--- config.mk ---
export PLATFORM = sky130hd
export DESIGN_NAME = seiu_top
export DESIGN_NICKNAME = d
export VERILOG_FILES = /design/src/rtl/seiu_pkg.sv /design/src/rtl/seiu_sync.sv /design/src/rtl/seiu_top.sv
export VERILOG_INCLUDE_DIRS = /design/src /design/src/rtl
export SDC_FILE = /design/constraint.sdc
export NUM_CORES = 1
export LEC_CHECK = 0
export ABC_AREA = 0
export BUFFER_PORTS_ARGS = -buffer_cell sky130_fd_sc_hd__buf_2
export CAP_MARGIN = 20
export CORE_AREA = 4 4 96 98
export CTS_CLUSTER_SIZE = 14
export DETAILED_ROUTE_END_ITERATION = 7
export DIE_AREA = 0 0 100 102
export HOLD_SLACK_MARGIN = 0.15
export PLACE_DENSITY = 0.72
export RECOVER_POWER = 100
export SETUP_SLACK_MARGIN = 0.05
export SYNTH_ARGS = -nofsm -noshare
export SYNTH_HDL_FRONTEND = slang
export SYNTH_SLANG_ARGS = --single-unit
--- constraint.sdc ---
create_clock -name ref_clk -period 5.4 [get_ports ref_clk]
set_clock_uncertainty 0.15 [all_clocks]
set_input_delay 0.81 -clock ref_clk [delete_from_list [all_inputs] [get_ports ref_clk]]
set_output_delay 0.81 -clock ref_clk [all_outputs]
set_load 0.05 [all_outputs]
--- src/rtl/seiu_regs.svh ---
`ifndef SEIU_REGS_SVH
`define SEIU_REGS_SVH

// Register indices; byte address is four times the index
`define SEIU_IDX_PENDING 6'h04
`define SEIU_IDX_MASK 6'h05
`define SEIU_IDX_SETUP 6'h10

// Reset values
`define SEIU_PENDING_RST 8'h00
`define SEIU_MASK_RST 8'hff
`define SEIU_SETUP_RST 8'h00

// Event bit positions
`define SEIU_BIT_DISRUPT 4
`define SEIU_BIT_SETTLED 5
`define SEIU_BIT_VSYNC 6
`define SEIU_BIT_PHASE 7

// Status bits that can ever be set (bit 3 reserved)
`define SEIU_PENDING_LIVE 8'hf7

// Input setup field positions
`define SEIU_SETUP_CLAMP_SRC 6
`define SEIU_SETUP_CLAMP_POL 7

// Bus responses
`define SEIU_RESP_OKAY 2'h0
`define SEIU_RESP_SLVERR 2'h2

`endif

--- src/rtl/seiu_pkg.sv ---
package seiu_pkg;

	typedef struct packed
	{
		logic [2:0] hsync;
		logic [2:0] vsync;
		logic [2:0] greenEmbeddedSync;
		logic extClamp;
	} seiu_pins_t;

	typedef struct packed
	{
		logic [2:0] chSyncChange;
		logic [2:0] chDisrupt;
		logic [2:0] chSettled;
		logic phaseTuneDoneEvent;
		logic intClamp;
	} seiu_events_t;

	typedef struct packed
	{
		logic [1:0] videoSel;
		logic hsync;
		logic vsync;
		logic greenEmbeddedSync;
		logic clamp;
	} seiu_route_t;

	typedef enum logic {WR_COLLECT, WR_RESP} seiu_wrph_t;

	typedef struct packed
	{
		seiu_pins_t meta;
		seiu_pins_t stable;
	} seiu_sync_st_t;

	typedef struct packed
	{
		seiu_wrph_t wrPh;
		logic awHeld;
		logic wHeld;
		logic [5:0] awIdx;
		logic [7:0] wData;
		logic wLane0;
		logic awready;
		logic wready;
		logic bvalid;
		logic [1:0] bresp;
		logic arready;
		logic rvalid;
		logic [7:0] rdata;
		logic [1:0] rresp;
		logic [7:0] pending;
		logic [7:0] mask;
		logic [7:0] setup;
		seiu_route_t route;
		logic irq;
	} seiu_state_t;

endpackage

--- src/rtl/seiu_sync.sv ---
`timescale 1ns/1ps
`default_nettype none

module seiu_sync
	import seiu_pkg::*;
(
	input wire logic ref_clk,
	input wire logic sys_rst,
	input wire seiu_pins_t pinsAsync,
	output seiu_pins_t pinsStable
);

	seiu_sync_st_t st_q;
	seiu_sync_st_t st_d;

	// First stage feeds only the second stage
	always_comb
	begin
		st_d.meta = pinsAsync;
		st_d.stable = st_q.meta;
	end

	always_ff @(posedge ref_clk or posedge sys_rst)
	begin
		if (sys_rst)
		begin
			st_q <= '0;
		end
		else
		begin
			st_q <= st_d;
		end
	end

	assign pinsStable = st_q.stable;

endmodule

`default_nettype wire

--- src/rtl/seiu_top.sv ---
// Functional notes
// - Channel sync change sets status bits 0-2
// - Writing ones clears status; zeros untouched
// - Selected channel disruption sets status bit 4
// - Selected channel settling sets status bit 5
// - Selected channel vertical sync rising edge sets status bit 6
// - Phase adjustment completion sets status bit 7
// - Mask bits 0-2 gate channel interrupts
// - Mask bit 4 gates disruption interrupt
// - Mask bit 5 gates settling interrupt
// - Mask bit 7 gates phase-done interrupt
// - Channel select routes video, hsync, vsync and embedded-sync multiplexers
// - Setup bit 6 picks external clamp source
// - Setup bit 7 sets external clamp polarity
`timescale 1ns/1ps
`default_nettype none
`include "seiu_regs.svh"

module seiu_top
	import seiu_pkg::*;
(
	input wire logic ref_clk,
	input wire logic sys_rst,
	input wire logic [7:0] s_axi_awaddr,
	input wire logic [2:0] s_axi_awprot,
	input wire logic s_axi_awvalid,
	output logic s_axi_awready,
	input wire logic [31:0] s_axi_wdata,
	input wire logic [3:0] s_axi_wstrb,
	input wire logic s_axi_wvalid,
	output logic s_axi_wready,
	output logic [1:0] s_axi_bresp,
	output logic s_axi_bvalid,
	input wire logic s_axi_bready,
	input wire logic [7:0] s_axi_araddr,
	input wire logic [2:0] s_axi_arprot,
	input wire logic s_axi_arvalid,
	output logic s_axi_arready,
	output logic [31:0] s_axi_rdata,
	output logic [1:0] s_axi_rresp,
	output logic s_axi_rvalid,
	input wire logic s_axi_rready,
	input wire seiu_pins_t syncPins,
	input wire seiu_events_t events,
	output seiu_route_t routeOut,
	output logic irqOut
);

	seiu_state_t st_q;
	seiu_state_t st_d;
	seiu_pins_t pinsStable;
	logic [7:0] setEv;
	logic [7:0] clrEv;
	logic commitPend;

	// Channel pick; reserved code 3 falls back to channel 0
	function automatic logic pickChan(input logic [2:0] vec, input logic [1:0] sel);
		logic res;
		res = vec[0];
		if (sel == 2'h1)
		begin
			res = vec[1];
		end
		else if (sel == 2'h2)
		begin
			res = vec[2];
		end
		return res;
	endfunction

	function automatic logic isMapped(input logic [5:0] idx);
		logic res;
		res = 1'b0;
		if (idx == `SEIU_IDX_PENDING)
		begin
			res = 1'b1;
		end
		else if (idx == `SEIU_IDX_MASK)
		begin
			res = 1'b1;
		end
		else if (idx == `SEIU_IDX_SETUP)
		begin
			res = 1'b1;
		end
		return res;
	endfunction

	function automatic logic clampPick(input logic [7:0] setup, input logic ext,
		input logic intClamp);
		logic res;
		res = intClamp;
		if (setup[`SEIU_SETUP_CLAMP_SRC])
		begin
			res = ext ^ setup[`SEIU_SETUP_CLAMP_POL];
		end
		return res;
	endfunction

	seiu_sync u_sync
	(
		.ref_clk(ref_clk),
		.sys_rst(sys_rst),
		.pinsAsync(syncPins),
		.pinsStable(pinsStable)
	);

	assign commitPend = st_q.awHeld && st_q.wHeld && st_q.wLane0
		&& (st_q.awIdx == `SEIU_IDX_PENDING);

	always_comb
	begin
		st_d = st_q;
		setEv = 8'h00;
		clrEv = 8'h00;

		// Read channel
		if (s_axi_arvalid && st_q.arready)
		begin
			st_d.rvalid = 1'b1;
			st_d.rresp = `SEIU_RESP_SLVERR;
			st_d.rdata = 8'h00;
			if (s_axi_araddr[7:2] == `SEIU_IDX_PENDING)
			begin
				st_d.rdata = st_q.pending & `SEIU_PENDING_LIVE;
				st_d.rresp = `SEIU_RESP_OKAY;
			end
			else if (s_axi_araddr[7:2] == `SEIU_IDX_MASK)
			begin
				st_d.rdata = st_q.mask;
				st_d.rresp = `SEIU_RESP_OKAY;
			end
			else if (s_axi_araddr[7:2] == `SEIU_IDX_SETUP)
			begin
				st_d.rdata = st_q.setup;
				st_d.rresp = `SEIU_RESP_OKAY;
			end
		end
		else if (st_q.rvalid && s_axi_rready)
		begin
			st_d.rvalid = 1'b0;
		end
		st_d.arready = !st_d.rvalid;

		// Write address and data, either order
		if (s_axi_awvalid && st_q.awready)
		begin
			st_d.awHeld = 1'b1;
			st_d.awIdx = s_axi_awaddr[7:2];
		end
		if (s_axi_wvalid && st_q.wready)
		begin
			st_d.wHeld = 1'b1;
			st_d.wData = s_axi_wdata[7:0];
			st_d.wLane0 = s_axi_wstrb[0];
		end

		case (st_q.wrPh)
			WR_COLLECT:
			begin
				if (st_q.awHeld && st_q.wHeld)
				begin
					st_d.awHeld = 1'b0;
					st_d.wHeld = 1'b0;
					st_d.bvalid = 1'b1;
					st_d.wrPh = WR_RESP;
					st_d.bresp = isMapped(st_q.awIdx) ? `SEIU_RESP_OKAY : `SEIU_RESP_SLVERR;
					if (st_q.wLane0 && (st_q.awIdx == `SEIU_IDX_MASK))
					begin
						st_d.mask = st_q.wData;
					end
					else if (st_q.wLane0 && (st_q.awIdx == `SEIU_IDX_SETUP))
					begin
						st_d.setup = st_q.wData;
					end
					if (commitPend)
					begin
						clrEv = st_q.wData;
					end
				end
			end
			WR_RESP:
			begin
				if (s_axi_bready)
				begin
					st_d.bvalid = 1'b0;
					st_d.wrPh = WR_COLLECT;
				end
			end
			default:
			begin
				st_d.wrPh = WR_COLLECT;
			end
		endcase
		st_d.awready = !st_d.awHeld && (st_d.wrPh == WR_COLLECT);
		st_d.wready = !st_d.wHeld && (st_d.wrPh == WR_COLLECT);

		// Event capture
		setEv[2:0] = events.chSyncChange;
		setEv[`SEIU_BIT_DISRUPT] = pickChan(events.chDisrupt, st_q.setup[1:0]);
		setEv[`SEIU_BIT_SETTLED] = pickChan(events.chSettled, st_q.setup[1:0]);
		setEv[`SEIU_BIT_VSYNC] = pickChan(pinsStable.vsync, st_q.setup[1:0])
			& ~st_q.route.vsync;
		setEv[`SEIU_BIT_PHASE] = events.phaseTuneDoneEvent;

		// Set wins over a clear in the same cycle
		st_d.pending = ((st_q.pending & ~clrEv) | setEv) & `SEIU_PENDING_LIVE;

		// Input routing follows the current channel select
		st_d.route.videoSel = st_q.setup[1:0];
		st_d.route.hsync = pickChan(pinsStable.hsync, st_q.setup[1:0]);
		st_d.route.vsync = pickChan(pinsStable.vsync, st_q.setup[1:0]);
		st_d.route.greenEmbeddedSync = pickChan(pinsStable.greenEmbeddedSync,
			st_q.setup[1:0]);
		st_d.route.clamp = clampPick(st_q.setup, pinsStable.extClamp,
			events.intClamp);

		// A one in a mask bit suppresses that request
		st_d.irq = |(st_d.pending & ~st_d.mask);
	end

	always_ff @(posedge ref_clk or posedge sys_rst)
	begin
		if (sys_rst)
		begin
			st_q <= '0;
			st_q.wrPh <= WR_COLLECT;
			st_q.pending <= `SEIU_PENDING_RST;
			st_q.mask <= `SEIU_MASK_RST;
			st_q.setup <= `SEIU_SETUP_RST;
		end
		else
		begin
			st_q <= st_d;
		end
	end

	assign s_axi_awready = st_q.awready;
	assign s_axi_wready = st_q.wready;
	assign s_axi_bvalid = st_q.bvalid;
	assign s_axi_bresp = st_q.bresp;
	assign s_axi_arready = st_q.arready;
	assign s_axi_rvalid = st_q.rvalid;
	assign s_axi_rdata = {24'h000000, st_q.rdata};
	assign s_axi_rresp = st_q.rresp;
	assign routeOut = st_q.route;
	assign irqOut = st_q.irq;
endmodule

`default_nettype wire

==> results.py <==
metrics = {
    "routing": {
        "drtIter0Drc": 104,
        "vias": 2282,
        "post_drt_wl_per_cell_um": 14.20,
        "vias_per_cell": 4.754,
        "drc_errors": 0,
        "final_antenna_net_count": 0,
        "dr.pass1.iters": 4,
        "finalWirelength_um": 6814,
    },
    "final_layout": {
        "multi_input_area_um2": 1230,
        "diodes": 0,
        "num-nets-final": 453,
        "layout-drive-gt1-share": 0.2715,
        "post-route-util": 0.4771,
        "seq_area_um2": 2087,
        "fin_cells": 480,
        "area_growth_pct": 10.70,
        "nFillCells": 796,
    },
    "yosys": {
        "synth_most_common_cell": "dfrtp_1",
        "yosysTopAreaCellShare": 0.5144,
        "synth_common_cells": "dfrtp_1 (75), buf_4 (42), mux2_2 (29), nand2_1 (24), mux2i_1 (16)",
        "synthCells": 309,
        "syn_avg_cell_area_um2": 11.81,
        "synth_cell_types": 46,
        "synth_edf_count": 0,
        "synth_ff_type": "dfrtp_1",
        "async_reset_ff_frac": 1.000,
        "yosysWarningCount": 0,
        "synth_seq_cells": 83,
        "synth_area_um2": 3648,
        "ys_seq_area_frac": 0.5720,
        "synth_top_area_cell": "dfrtp_1",
        "synthTopCellsByArea": "dfrtp_1 (51%), mux2_2 (9.0%), buf_4 (8.6%), dfstp_2 (5.8%), mux2i_1 (4.4%)",
    },
    "critical_path": {
        "cp-endpoint": "st_d[6]$_DFFE_PP0P_",
        "startpoint": "st_q[62]$_DFFE_PP0P_",
        "crit_family": "simple AND/OR/NAND/NOR gates",
        "cp.arrival_ps": 2840,
        "path_buf_inv": 0,
        "r2r_setup_slack_ps": 2650,
        "slowest_delay_ps": 1160,
        "start_kind": "register",
        "rr_endpoint": "st_d[6]$_DFFE_PP0P_",
        "path_depth": 3,
        "crit_path_end_kind": "register",
        "cp_max_fo": 8,
        "worstPathRequired_ps": 5490,
        "crit_type": "register to register",
        "cp_cell_sequence": "or3_1 -> nor3_1 -> mux2_2",
        "r2r-start": "st_q[62]$_DFFE_PP0P_",
        "rr_worst_depth": 3,
        "crit_slowest_cell": "nor3_1",
    },
    "timing": {
        "period_needed_ps": 2753,
        "final.setup.tns_ps": 0,
        "rsz0062_at_grt": "false",
        "final_hold_viol_count": 0,
        "fmax_ghz": 0.3633,
        "tightest_slew_ps": 1411,
        "period_share": 0.5098,
        "slew_headroom": 0.05194,
        "drv_slew": 0,
        "holdWs_ps": 202.0,
        "setup-violations-final": 0,
    },
    "clock_network": {
        "cts_setup_buffers": 0,
        "htreeDepth": 3,
        "clock_sinks": 83,
        "numCtsBuffers": 9,
        "clock_path_buffers": 2,
        "cts_root_buf": "clkbuf_8",
        "clk_latency_ps": 350,
        "postCtsHoldBufs": 0,
        "post_cts_resized": 0,
        "clkSlewWorstSetupHoldPaths_ps": 80,
        "cts_tree": "yes",
    },
    "placed_design": {
        "hpwl_um": 4899,
        "dp_cells": 463,
        "place.gp.congestion": 0.7678,
        "numPortBuffers": 70,
    },
    "die": {
        "fp.dieH_um": 102,
        "core-area_um2": 8466,
        "rows": 34,
        "die_area_um2": 10200,
        "initial_core_util": 0.4310,
        "ios": 134,
        "die_x_um": 100,
    },
    "job": {
        "maxCapViolCount": 0,
    },
    "power": {
        "leakage_uw": 0.001839,
        "peakVddDrop_uv": 310.3,
        "p_per_area_nw_per_um2": 441.5,
    },
    "global_route": {
        "grt_pass1_vias": 2257,
        "antenna_found_initial": 0,
        "grtUsageTotal": 0.1386,
        "grt_max_degree": 84,
        "grt_pass1_wl_um": 10900,
        "overflow": 0,
    },
    "worst_hold_path": {
        "whs_path_depth": 0,
        "min_path_type": "register to register",
    },
    "run_status": {
        "status": "finished clean",
    },
}
## cell families after synthesis
family,after synthesis,synth area share
flops,83,0.5720
simple gates,64,0.08814
buf+inv,64,0.1132
compound gates,50,0.08574
mux,46,0.1375
xor+xnor,1,0.002401
other cells,1,0.001028
## routing by layer
metal | share of wire | wire, um | track usage
met1 | 0.42 | 2857 | 0.1782
met2 | 0.49 | 3354 | 0.2283
met3 | 0.069 | 470 | 0.02799
met4 | 0.019 | 131 | 0.06218
met5 | 0 | 0 | 0
## sequential cells by signal, summed over array words and instances (netlist names), named ones only
register	cells
s_axi_rdata	8
u_sync.st_d	10
s_axi_bvalid	1
routeOut	6
st_d	2
s_axi_rvalid	1
u_sync.pinsStable	10
s_axi_rresp	1
s_axi_bresp	1
st_q	38
s_axi_wready	1
s_axi_awready	1
irqOut	1
s_axi_arready	1
## area by class of cell
cell class | count | share of cell area
sequential | 83 | 0.5167
multi-input combinational | 187 | 0.3045
timing repair buffer | 73 | 0.08829
clock buffer | 12 | 0.03841
tap | 108 | 0.03346
inverter | 13 | 0.01239
clock inverter | 4 | 0.006196
## placed cells by master, fill, tap and decap left out, types with 4 or more instances in the layout
master / count
dfrtp_1: 75
buf_2: 47
mux2_2: 26
conb_1: 26
clkbuf_1: 26
nand2_1: 24
mux2i_1: 16
nor2_1: 15
a21oi_1: 14
o21ai_0: 14
inv_1: 12
clkbuf_8: 11
dfstp_2: 8
a21o_1: 5
nor3_1: 4
mux2_1: 4
## power breakdown
group / switching, uW / internal (uW)
clock: 215 / 191
combinational: 314 / 172
sequential: 123 / 769
total: 652 / 1130
## metrics by stage
stage	cell area (um^2)	setup WS, ps	power, uW
after floorplan	3742	2316	1327
after global placement	3880	2900	1388
after detailed placement	3880	2862	1408
after CTS	4060	2854	1816
after global routing	4039	2542	1884
final	4039	2647	1783
## how the worst min path moves through the flow
| stage | from | slack (ps) | to |
|---|---|---|---|
| floorplan | u_sync.st_d[0]$_DFF_PP0_ | 180 | u_sync.pinsStable[0]$_DFF_PP0_ |
| CTS | u_sync.st_d[3]$_DFF_PP0_ | 200 | u_sync.pinsStable[3]$_DFF_PP0_ |
| global placement | u_sync.st_d[9]$_DFF_PP0_ | 180 | u_sync.pinsStable[9]$_DFF_PP0_ |
| global route | u_sync.st_d[6]$_DFF_PP0_ | 210 | u_sync.pinsStable[6]$_DFF_PP0_ |
| detailed placement | u_sync.st_d[6]$_DFF_PP0_ | 180 | u_sync.pinsStable[6]$_DFF_PP0_ |
| finish | u_sync.st_d[1]$_DFF_PP0_ | 200 | u_sync.pinsStable[1]$_DFF_PP0_ |
No activity file was read; power rests on OpenSTA's default activity.
